## src/design/rlbc_pkg.sv

```systemverilog
// Constants, types and register map of the relay output and brake chopper logic
package rlbc_pkg;

    localparam int ADDR_W = 4;
    localparam int DATA_W = 16;
    localparam int SEL_W = 4;

    // Register indices
    localparam logic [ADDR_W-1:0] ADDR_CTRL = 4'h0;
    localparam logic [ADDR_W-1:0] ADDR_FREQ_LEVEL = 4'h1;
    localparam logic [ADDR_W-1:0] ADDR_FREQ_WIDTH = 4'h2;
    localparam logic [ADDR_W-1:0] ADDR_CUR_LEVEL = 4'h3;
    localparam logic [ADDR_W-1:0] ADDR_CUR_PERIOD = 4'h4;
    localparam logic [ADDR_W-1:0] ADDR_BRK_RELEASE = 4'h5;
    localparam logic [ADDR_W-1:0] ADDR_BRK_ENGAGE = 4'h6;
    localparam logic [ADDR_W-1:0] ADDR_BT_ON = 4'h7;
    localparam logic [ADDR_W-1:0] ADDR_BT_OFF = 4'h8;
    localparam logic [ADDR_W-1:0] ADDR_STATUS = 4'h9;

    // Control register fields
    localparam int CTRL_SEL_LSB = 0;
    localparam int CTRL_CONTACT_BIT = 4;

    // Status register fields
    localparam int ST_RELAY_LOGIC_BIT = 0;
    localparam int ST_RELAY_OUT_BIT = 1;
    localparam int ST_BT_BIT = 2;
    localparam int ST_PARAM_ERR_BIT = 3;
    localparam int ST_BRAKE_HOLD_BIT = 4;
    localparam int ST_OVERCUR_BIT = 5;

    // Units: frequency 0.01 Hz, current 0.1 A, time 0.1 s, voltage 0.1 V
    localparam logic [DATA_W-1:0] ZERO = 16'h0000;
    localparam logic [DATA_W-1:0] FREQ_TOL = 16'h0001;
    localparam logic [DATA_W-1:0] FREQ_LEVEL_MAX = 16'hfde8;
    localparam logic [DATA_W-1:0] FREQ_WIDTH_MAX = 16'h7530;
    localparam logic [DATA_W-1:0] CUR_LEVEL_MIN = 16'h0001;
    localparam logic [DATA_W-1:0] CUR_LEVEL_MAX = 16'h0096;
    localparam logic [DATA_W-1:0] CUR_PERIOD_MIN = 16'h0001;
    localparam logic [DATA_W-1:0] CUR_PERIOD_MAX = 16'h0064;
    localparam logic [DATA_W-1:0] BRK_LEVEL_MAX = 16'h07d0;
    localparam logic [DATA_W-1:0] BT_MIN = 16'h0960;
    localparam logic [DATA_W-1:0] BT_MAX = 16'h0fa0;

    // Reset values
    localparam logic [DATA_W-1:0] RST_FREQ_LEVEL = 16'h0000;
    localparam logic [DATA_W-1:0] RST_FREQ_WIDTH = 16'h0000;
    localparam logic [DATA_W-1:0] RST_CUR_LEVEL = 16'h0001;
    localparam logic [DATA_W-1:0] RST_CUR_PERIOD = 16'h0001;
    localparam logic [DATA_W-1:0] RST_BRK_LEVEL = 16'h0000;
    localparam logic [DATA_W-1:0] RST_BT_ON = 16'h0ed8;
    localparam logic [DATA_W-1:0] RST_BT_OFF = 16'h0e10;

    typedef enum logic [SEL_W-1:0] {
        RLBC_FN_RUN = 4'b0000,
        RLBC_FN_FAULT = 4'b0001,
        RLBC_FN_FREQ_REACHED = 4'b0010,
        RLBC_FN_FREQ_WINDOW = 4'b0011,
        RLBC_FN_ABOVE_LEVEL = 4'b0100,
        RLBC_FN_BELOW_LEVEL = 4'b0101,
        RLBC_FN_OVERCURRENT = 4'b1101,
        RLBC_FN_EXT_BRAKE = 4'b1110
    } rlbc_func_e;

    typedef struct packed {
        logic run;
        logic fault;
        logic accel;
        logic decel;
        logic [DATA_W-1:0] set_freq;
        logic [DATA_W-1:0] out_freq;
        logic [DATA_W-1:0] out_cur;
        logic [DATA_W-1:0] dc_bus;
    } rlbc_meas_s;

    typedef struct packed {
        logic [SEL_W-1:0] func_sel;
        logic contact_nc;
        logic [DATA_W-1:0] freq_level;
        logic [DATA_W-1:0] freq_width;
        logic [DATA_W-1:0] cur_level;
        logic [DATA_W-1:0] cur_period;
        logic [DATA_W-1:0] brk_release;
        logic [DATA_W-1:0] brk_engage;
        logic [DATA_W-1:0] bt_on;
        logic [DATA_W-1:0] bt_off;
    } rlbc_cfg_s;

endpackage

```

## src/design/rlbc_core.sv

```systemverilog
// Relay output selector and braking transistor hysteresis with register port
//
// Implementation choices: the address-and-strobe port and the address map.
`timescale 1ns/1ps
module rlbc_core #(
    parameter logic [rlbc_pkg::DATA_W-1:0] BT_LEVEL_MIN = rlbc_pkg::BT_MIN,
    parameter logic [rlbc_pkg::DATA_W-1:0] BT_LEVEL_MAX = rlbc_pkg::BT_MAX
) (
    input wire logic clock_i,
    input wire logic sys_rst_i,
    input wire logic ce_i,
    input wire logic [rlbc_pkg::ADDR_W-1:0] addr_i,
    input wire logic [rlbc_pkg::DATA_W-1:0] wr_data_i,
    input wire logic wr_en_i,
    input wire logic rd_en_i,
    output logic [rlbc_pkg::DATA_W-1:0] rd_data_o,
    input wire rlbc_pkg::rlbc_meas_s meas_i,
    output logic relay_output_o,
    output logic brake_transistor_o,
    output logic parameter_setting_error_o
);

    // Values outside the accepted range are pinned to the nearest limit
    function automatic logic [rlbc_pkg::DATA_W-1:0] clamp(
        input logic [rlbc_pkg::DATA_W-1:0] val,
        input logic [rlbc_pkg::DATA_W-1:0] lo,
        input logic [rlbc_pkg::DATA_W-1:0] hi
    );
        logic [rlbc_pkg::DATA_W-1:0] res;
        res = val;
        if (val < lo) begin
            res = lo;
        end else if (val > hi) begin
            res = hi;
        end
        return res;
    endfunction

    rlbc_pkg::rlbc_cfg_s cfg_q;
    rlbc_pkg::rlbc_cfg_s cfg_d;
    logic relay_logic_q;
    logic relay_logic_d;
    logic relay_out_q;
    logic relay_out_d;
    logic brake_hold_q;
    logic brake_hold_d;
    logic bt_q;
    logic bt_d;
    logic param_err_q;
    logic param_err_d;
    logic overcur_q;
    logic overcur_d;
    logic [rlbc_pkg::DATA_W-1:0] rd_data_q;
    logic [rlbc_pkg::DATA_W-1:0] rd_data_d;
    logic [rlbc_pkg::DATA_W-1:0] reach_below;
    logic reach_in;
    logic win_set_in;
    logic win_out_in;
    logic overcur;
    logic [rlbc_pkg::DATA_W-1:0] status;

    // Configuration registers written over the register port
    always_comb begin
        cfg_d = cfg_q;
        if (wr_en_i) begin
            unique case (addr_i)
                rlbc_pkg::ADDR_CTRL: begin
                    cfg_d.func_sel = wr_data_i[rlbc_pkg::CTRL_SEL_LSB +: rlbc_pkg::SEL_W];
                    cfg_d.contact_nc = wr_data_i[rlbc_pkg::CTRL_CONTACT_BIT];
                end
                rlbc_pkg::ADDR_FREQ_LEVEL: begin
                    cfg_d.freq_level = clamp(wr_data_i, rlbc_pkg::ZERO,
                                             rlbc_pkg::FREQ_LEVEL_MAX);
                end
                rlbc_pkg::ADDR_FREQ_WIDTH: begin
                    cfg_d.freq_width = clamp(wr_data_i, rlbc_pkg::ZERO,
                                             rlbc_pkg::FREQ_WIDTH_MAX);
                end
                rlbc_pkg::ADDR_CUR_LEVEL: begin
                    cfg_d.cur_level = clamp(wr_data_i, rlbc_pkg::CUR_LEVEL_MIN,
                                            rlbc_pkg::CUR_LEVEL_MAX);
                end
                rlbc_pkg::ADDR_CUR_PERIOD: begin
                    // Stored and read back; it does not delay the relay
                    cfg_d.cur_period = clamp(wr_data_i, rlbc_pkg::CUR_PERIOD_MIN,
                                             rlbc_pkg::CUR_PERIOD_MAX);
                end
                rlbc_pkg::ADDR_BRK_RELEASE: begin
                    cfg_d.brk_release = clamp(wr_data_i, rlbc_pkg::ZERO,
                                              rlbc_pkg::BRK_LEVEL_MAX);
                end
                rlbc_pkg::ADDR_BRK_ENGAGE: begin
                    cfg_d.brk_engage = clamp(wr_data_i, rlbc_pkg::ZERO,
                                             rlbc_pkg::BRK_LEVEL_MAX);
                end
                rlbc_pkg::ADDR_BT_ON: begin
                    cfg_d.bt_on = clamp(wr_data_i, BT_LEVEL_MIN, BT_LEVEL_MAX);
                end
                rlbc_pkg::ADDR_BT_OFF: begin
                    cfg_d.bt_off = clamp(wr_data_i, BT_LEVEL_MIN, BT_LEVEL_MAX);
                end
                default: begin
                    // Status and unmapped indices ignore writes
                end
            endcase
        end
    end

    always_ff @(posedge clock_i) begin
        if (sys_rst_i) begin
            cfg_q.func_sel <= rlbc_pkg::RLBC_FN_RUN;
            cfg_q.contact_nc <= 1'b0;
            cfg_q.freq_level <= rlbc_pkg::RST_FREQ_LEVEL;
            cfg_q.freq_width <= rlbc_pkg::RST_FREQ_WIDTH;
            cfg_q.cur_level <= rlbc_pkg::RST_CUR_LEVEL;
            cfg_q.cur_period <= rlbc_pkg::RST_CUR_PERIOD;
            cfg_q.brk_release <= rlbc_pkg::RST_BRK_LEVEL;
            cfg_q.brk_engage <= rlbc_pkg::RST_BRK_LEVEL;
            cfg_q.bt_on <= rlbc_pkg::RST_BT_ON;
            cfg_q.bt_off <= rlbc_pkg::RST_BT_OFF;
        end else if (ce_i) begin
            cfg_q <= cfg_d;
        end
    end

    // Frequency reached: [set - width - tol, set + tol]
    assign reach_below = cfg_q.freq_width + rlbc_pkg::FREQ_TOL;

    rlbc_window #(
        .W(rlbc_pkg::DATA_W)
    ) u_reach (
        .value_i(meas_i.out_freq),
        .base_i(meas_i.set_freq),
        .below_i(reach_below),
        .above_i(rlbc_pkg::FREQ_TOL),
        .inside_o(reach_in)
    );

    // Detection window around the level, checked for both frequencies
    rlbc_window #(
        .W(rlbc_pkg::DATA_W)
    ) u_win_set (
        .value_i(meas_i.set_freq),
        .base_i(cfg_q.freq_level),
        .below_i(cfg_q.freq_width),
        .above_i(cfg_q.freq_width),
        .inside_o(win_set_in)
    );

    rlbc_window #(
        .W(rlbc_pkg::DATA_W)
    ) u_win_out (
        .value_i(meas_i.out_freq),
        .base_i(cfg_q.freq_level),
        .below_i(cfg_q.freq_width),
        .above_i(cfg_q.freq_width),
        .inside_o(win_out_in)
    );

    assign overcur = meas_i.out_cur > cfg_q.cur_level;

    // External brake state: set on acceleration, cleared on deceleration
    always_comb begin
        brake_hold_d = brake_hold_q;
        if (meas_i.accel && (meas_i.out_freq >= cfg_q.brk_release)) begin
            brake_hold_d = 1'b1;
        end else if (meas_i.decel && (meas_i.out_freq <= cfg_q.brk_engage)) begin
            brake_hold_d = 1'b0;
        end
    end

    // Relay function selection
    always_comb begin
        relay_logic_d = 1'b0;
        unique case (cfg_q.func_sel)
            rlbc_pkg::RLBC_FN_RUN: begin
                relay_logic_d = meas_i.run;
            end
            rlbc_pkg::RLBC_FN_FAULT: begin
                relay_logic_d = meas_i.fault;
            end
            rlbc_pkg::RLBC_FN_FREQ_REACHED: begin
                relay_logic_d = meas_i.run && reach_in;
            end
            rlbc_pkg::RLBC_FN_FREQ_WINDOW: begin
                relay_logic_d = win_set_in && win_out_in;
            end
            rlbc_pkg::RLBC_FN_ABOVE_LEVEL: begin
                relay_logic_d = meas_i.out_freq > cfg_q.freq_level;
            end
            rlbc_pkg::RLBC_FN_BELOW_LEVEL: begin
                relay_logic_d = meas_i.out_freq < cfg_q.freq_level;
            end
            rlbc_pkg::RLBC_FN_OVERCURRENT: begin
                // Follows the comparison both ways, no latching
                relay_logic_d = overcur;
            end
            rlbc_pkg::RLBC_FN_EXT_BRAKE: begin
                relay_logic_d = brake_hold_d;
            end
            default: begin
                relay_logic_d = 1'b0;
            end
        endcase
        relay_out_d = relay_logic_d ^ cfg_q.contact_nc;
        overcur_d = overcur;
    end

    // Braking transistor hysteresis and setting check
    always_comb begin
        bt_d = bt_q;
        if (meas_i.dc_bus > cfg_q.bt_on) begin
            bt_d = 1'b1;
        end else if (meas_i.dc_bus <= cfg_q.bt_off) begin
            bt_d = 1'b0;
        end
        // With the thresholds inverted the chopper could chatter; flag it
        param_err_d = cfg_q.bt_off > cfg_q.bt_on;
    end

    always_ff @(posedge clock_i) begin
        if (sys_rst_i) begin
            relay_logic_q <= 1'b0;
            relay_out_q <= 1'b0;
            brake_hold_q <= 1'b0;
            bt_q <= 1'b0;
            param_err_q <= 1'b0;
            overcur_q <= 1'b0;
        end else if (ce_i) begin
            relay_logic_q <= relay_logic_d;
            relay_out_q <= relay_out_d;
            brake_hold_q <= brake_hold_d;
            bt_q <= bt_d;
            param_err_q <= param_err_d;
            overcur_q <= overcur_d;
        end
    end

    // Status word built from registered state only
    always_comb begin
        status = '0;
        status[rlbc_pkg::ST_RELAY_LOGIC_BIT] = relay_logic_q;
        status[rlbc_pkg::ST_RELAY_OUT_BIT] = relay_out_q;
        status[rlbc_pkg::ST_BT_BIT] = bt_q;
        status[rlbc_pkg::ST_PARAM_ERR_BIT] = param_err_q;
        status[rlbc_pkg::ST_BRAKE_HOLD_BIT] = brake_hold_q;
        status[rlbc_pkg::ST_OVERCUR_BIT] = overcur_q;
    end

    // Read data valid only in the cycle after the strobe
    always_comb begin
        rd_data_d = '0;
        if (rd_en_i) begin
            unique case (addr_i)
                rlbc_pkg::ADDR_CTRL: begin
                    rd_data_d[rlbc_pkg::CTRL_SEL_LSB +: rlbc_pkg::SEL_W] = cfg_q.func_sel;
                    rd_data_d[rlbc_pkg::CTRL_CONTACT_BIT] = cfg_q.contact_nc;
                end
                rlbc_pkg::ADDR_FREQ_LEVEL: begin
                    rd_data_d = cfg_q.freq_level;
                end
                rlbc_pkg::ADDR_FREQ_WIDTH: begin
                    rd_data_d = cfg_q.freq_width;
                end
                rlbc_pkg::ADDR_CUR_LEVEL: begin
                    rd_data_d = cfg_q.cur_level;
                end
                rlbc_pkg::ADDR_CUR_PERIOD: begin
                    rd_data_d = cfg_q.cur_period;
                end
                rlbc_pkg::ADDR_BRK_RELEASE: begin
                    rd_data_d = cfg_q.brk_release;
                end
                rlbc_pkg::ADDR_BRK_ENGAGE: begin
                    rd_data_d = cfg_q.brk_engage;
                end
                rlbc_pkg::ADDR_BT_ON: begin
                    rd_data_d = cfg_q.bt_on;
                end
                rlbc_pkg::ADDR_BT_OFF: begin
                    rd_data_d = cfg_q.bt_off;
                end
                rlbc_pkg::ADDR_STATUS: begin
                    rd_data_d = status;
                end
                default: begin
                    rd_data_d = '0;
                end
            endcase
        end
    end

    always_ff @(posedge clock_i) begin
        if (sys_rst_i) begin
            rd_data_q <= '0;
        end else if (ce_i) begin
            rd_data_q <= rd_data_d;
        end
    end

    assign rd_data_o = rd_data_q;
    assign relay_output_o = relay_out_q;
    assign brake_transistor_o = bt_q;
    assign parameter_setting_error_o = param_err_q;

endmodule

```

## src/design/rlbc_window.sv

```systemverilog
// Saturating window comparator: value inside [base - below, base + above]
`timescale 1ns/1ps
module rlbc_window #(
    parameter int W = 16
) (
    input wire logic [W-1:0] value_i,
    input wire logic [W-1:0] base_i,
    input wire logic [W-1:0] below_i,
    input wire logic [W-1:0] above_i,
    output logic inside_o
);
    logic [W-1:0] lo;
    logic [W:0] hi;

    always_comb begin
        // Lower edge clips at zero rather than wrapping to a huge value
        if (base_i >= below_i) begin
            lo = base_i - below_i;
        end else begin
            lo = '0;
        end
        // One extra bit keeps the upper edge from wrapping
        hi = {1'b0, base_i} + {1'b0, above_i};
        inside_o = (value_i >= lo) && ({1'b0, value_i} <= hi);
    end
endmodule

```

## config.mk

```make
export PLATFORM = sky130hd
export DESIGN_NAME = rlbc_core
export DESIGN_NICKNAME = d
export VERILOG_FILES = /design/src/design/rlbc_pkg.sv /design/src/design/rlbc_core.sv /design/src/design/rlbc_window.sv
export SDC_FILE = /design/constraint.sdc
export NUM_CORES = 1
export LEC_CHECK = 0
export BUFFER_PORTS_ARGS = -buffer_cell sky130_fd_sc_hd__buf_2
export CAP_MARGIN = 10
export CORE_ASPECT_RATIO = 1.75
export CORE_MARGIN = 2
export CORE_UTILIZATION = 35
export CTS_CLUSTER_SIZE = 8
export DETAILED_ROUTE_END_ITERATION = 7
export GPL_TIMING_DRIVEN = 0
export PLACE_DENSITY = 0.61
export SLEW_MARGIN = 20
export SYNTH_ARGS = -nofsm -noshare
export SYNTH_HDL_FRONTEND = slang
export SYNTH_SLANG_ARGS = --single-unit
export TNS_END_PERCENT = 100
```

## constraint.sdc

```tcl
create_clock -name clock_i -period 11.3 [get_ports clock_i]
set_clock_uncertainty 0.1 [all_clocks]
set_input_delay 0.565 -clock clock_i [delete_from_list [all_inputs] [get_ports clock_i]]
set_output_delay 0.565 -clock clock_i [all_outputs]
set_load 0.01 [all_outputs]
```

==> results.sh <==
export IMPL_drc=0
export IMPL_antenna_found_initial=0
export IMPL_drtPass1Iterations=5
export IMPL_n_fill_cell=4161
export IMPL_pwr_share_seq_pct=37.5
export IMPL_layout_common_cells="ha_1, dfxtp_1, inv_1"
export IMPL_worstSetupPathType="reg -> reg"
export IMPL_drv_slew=0
export IMPL_area_growth_pct=12.7
export IMPL_crit_path_max_fanout=10
export IMPL_clkLatencyLatePin_ns=0.45
export IMPL_period_share_pct=59.4
export IMPL_cts_hold_buf=0
export IMPL_tritoncts="done"
export IMPL_seq_area_um2=3100
export IMPL_grt_pass1_wl_um=83100
export IMPL_path_clk_slew_ns=0.07
export IMPL_status="complete, no violations"
export IMPL_cts_repair_resized=0
export IMPL_syn_cell_area_um2=14200
export IMPL_tns_ns=0
export IMPL_startpoint_type="flop"
export IMPL_p_int_mw=1.02
export IMPL_drtIter0Drc=992
export IMPL_worst_slew_pin_slew_ns=1.17
export IMPL_wirelength_um=55300
export IMPL_cts_buffer_depth=2
export IMPL_initial_core_util_pct=35.4
export IMPL_p_switching_mw=0.464
export IMPL_vias=14221
export IMPL_slowest_delay_ns=0.66
export IMPL_antenna_diode_count=0
export IMPL_finalHoldViolations=0
export IMPL_port_buffers=107
export IMPL_grt_usage_pct=26.1
export IMPL_grt_pass1_vias=14446
export IMPL_synth_top_area_share_pct=22.8
export IMPL_yosysWarnings=0
export IMPL_power_frac_clock_pct=41.1
export IMPL_cts_root_buf="clkbuf_16"
export IMPL_p_per_area_nw_per_um2=93.1
export IMPL_die_width_um=156
export IMPL_critPathTopFamily="simple AND/OR/NAND/NOR gates"
export IMPL_fmax_ghz=0.149
export IMPL_crit_buf_inv=1
export IMPL_setup_viol=0
export IMPL_cts_htree_levels=4
export IMPL_ant_nets=0
export IMPL_period_needed_ns=6.71
export IMPL_rsz0062_at_grt="false"
export IMPL_synth_ff_latch_count=155
export IMPL_post_cts_buffers=0
export IMPL_required_ns=11.58
export IMPL_post_dp_cell_area_um2=15300
export IMPL_die_area_um2=42200
export IMPL_synth_edff_count=0
export IMPL_slew_headroom_pct=21.5
export IMPL_p_leak_nw=6.48
export IMPL_synth_area_per_cell_um2=7.92
export IMPL_grt_max_degree=17
export IMPL_io_pins=112
export IMPL_crit_path_frequent_cell="ha_1"
export IMPL_grt_overflow_total=0
export IMPL_dp_hpwl_um=46100
export IMPL_ys_seq_area_share_pct=21.9
export IMPL_final_common_cell="ha_1"
export IMPL_synth_nets=2143
export IMPL_yosys_area_top_type="ha_1"
export IMPL_synthTopCellsByArea="ha_1, dfxtp_1, a21oi_1, inv_1, nor2_1"
export IMPL_avgViaCountPerCell=5.87
export IMPL_syn_inst=1789
export IMPL_sw_frac_of_total_pct=31.2
export IMPL_routabilityCongestion=0.983
export IMPL_max_cap_violations=0
export IMPL_wire_per_inst_um=22.8
export IMPL_ir_drop_v=0.0000790
export IMPL_crit_path_top_delay_cell="nor4_1"
export IMPL_die_height_um=270
export IMPL_cp_cell_sequence="ha_1 -> and3_1 -> or3b_1 -> nor3_1 -> xnor2_1 -> ha_1 -> and4_1 -> nand4_1 -> nor4_1 -> o21ai_0 -> nand2b_1 -> a41o_1 -> clkbuf_1 -> nand2_1 -> ha_1 -> o21a_1 -> o21ai_1 -> a21oi_1 -> o211ai_1 -> a31o_2 -> a31oi_1 -> or4_1 -> nand3_1"
export IMPL_cts_sinks=155
export IMPL_ys_async_sr_fraction_pct=0
export IMPL_p_comb_share_pct=21.4
export IMPL_std_cell_rows=97
export IMPL_numCtsBuffers=17
export IMPL_arrival_ns=7.00
export IMPL_core_area_um2=40100
export IMPL_multi_input_comb_area_um2=10200
export IMPL_fin_nets=2270
export IMPL_final_layout_size_suffix_gt1_share_pct=8.86
export IMPL_crit_path_end_kind="flop"
export IMPL_synthFlopType="dfxtp_1"
export IMPL_final_cell_area_um2=16000
export IMPL_ys_types=87
export IMPL_hold_class="in -> reg"
## stage by stage
step	setup slack, ns	power (mW)	hold slack, ns	instances	util, %
floorplan	6.50	0.761	0.330	1789	-
global placement	4.62	0.874	0.343	2391	38.3
detailed placement	4.59	0.883	0.346	2392	38.3
CTS	4.56	1.48	0.305	2424	39.8
global route	4.23	1.54	0.319	2424	39.9
finish	4.59	1.49	0.310	2424	39.9
## tightest hold or removal path: stages
cell     delay, ns
buf_2         0.13
nand2_1       0.06
a21oi_1       0.05
## cell type report
cell class / instances / area share, %
tap: 495 / 3.88
clock inverter: 15 / 1.18
multi-input combinational: 1405 / 63.9
sequential: 155 / 19.4
buffer: 77 / 1.99
timing repair buffer: 108 / 3.40
clock buffer: 17 / 2.66
inverter: 152 / 3.57
## cell families after synthesis
group / count (synthesis) / share of synthesized area [%]
and+or+nand+nor: 607 / 21.7
AOI/OAI and AO/OA: 473 / 22.9
adders and majority gates: 261 / 23.2
buffers and inverters: 229 / 6.27
DFF: 155 / 21.9
xor gates and xnor gates: 58 / 3.59
muxes: 6 / 0.424
## Yosys cell counts (6+ instances only)
library cell and n:
a211o_1 14, a211oi_1 37, a21o_1 39, a21oi_1 132, a221oi_1 18, a22oi_1 69
a31oi_1 11, and2_1 24, and3_1 14, clkbuf_1 67, dfxtp_1 155, ha_1 258
inv_1 149, mux2i_1 6, nand2_1 119, nand2b_1 21, nand3_1 78, nand4_1 46
nor2_1 139, nor2b_1 43, nor3_1 60, nor4_1 11, o2111ai_1 6, o211ai_1 12
o21a_1 15, o21ai_0 38, o21ai_1 14, o21bai_1 8, o31ai_1 7, or3_1 11
xnor2_1 43, xor2_1 15
## path summary, 6_finish.rpt
check	depth (start not counted)	slack, ns	from	to
worst min register to register	1	0.37	cfg_q[75]	cfg_q[75]
worst min-delay path	3	0.31	wr_data_i[12]	cfg_q[124]
worst max-delay path	23	4.59	cfg_q[97]	relay_output_o
worst max register to register	23	4.59	cfg_q[97]	relay_output_o
## power by group through the flow
stage | clock, mW | sequential (mW) | combinational [mW]
floorplan | 0 | 0.566 | 0.194
global placement | 0 | 0.569 | 0.305
detailed placement | 0 | 0.569 | 0.314
CTS | 0.608 | 0.557 | 0.316
global route | 0.629 | 0.557 | 0.351
finish | 0.611 | 0.557 | 0.318
## layer usage
metal,track usage (%),part of all wire [%]
met1,25.0,34
met4,22.3,9.7
met5,0,0
met3,2.98,4.0
met2,48.6,52
## flip-flops by register name, summed over array words and instances (netlist names)
register / cells
overcur_q: 1
brake_hold_q: 1
cfg_q: 133
parameter_setting_error_o: 1
brake_transistor_o: 1
relay_output_o: 1
rd_data_o: 16
relay_logic_q: 1
Power figures use the tool's default switching activity.
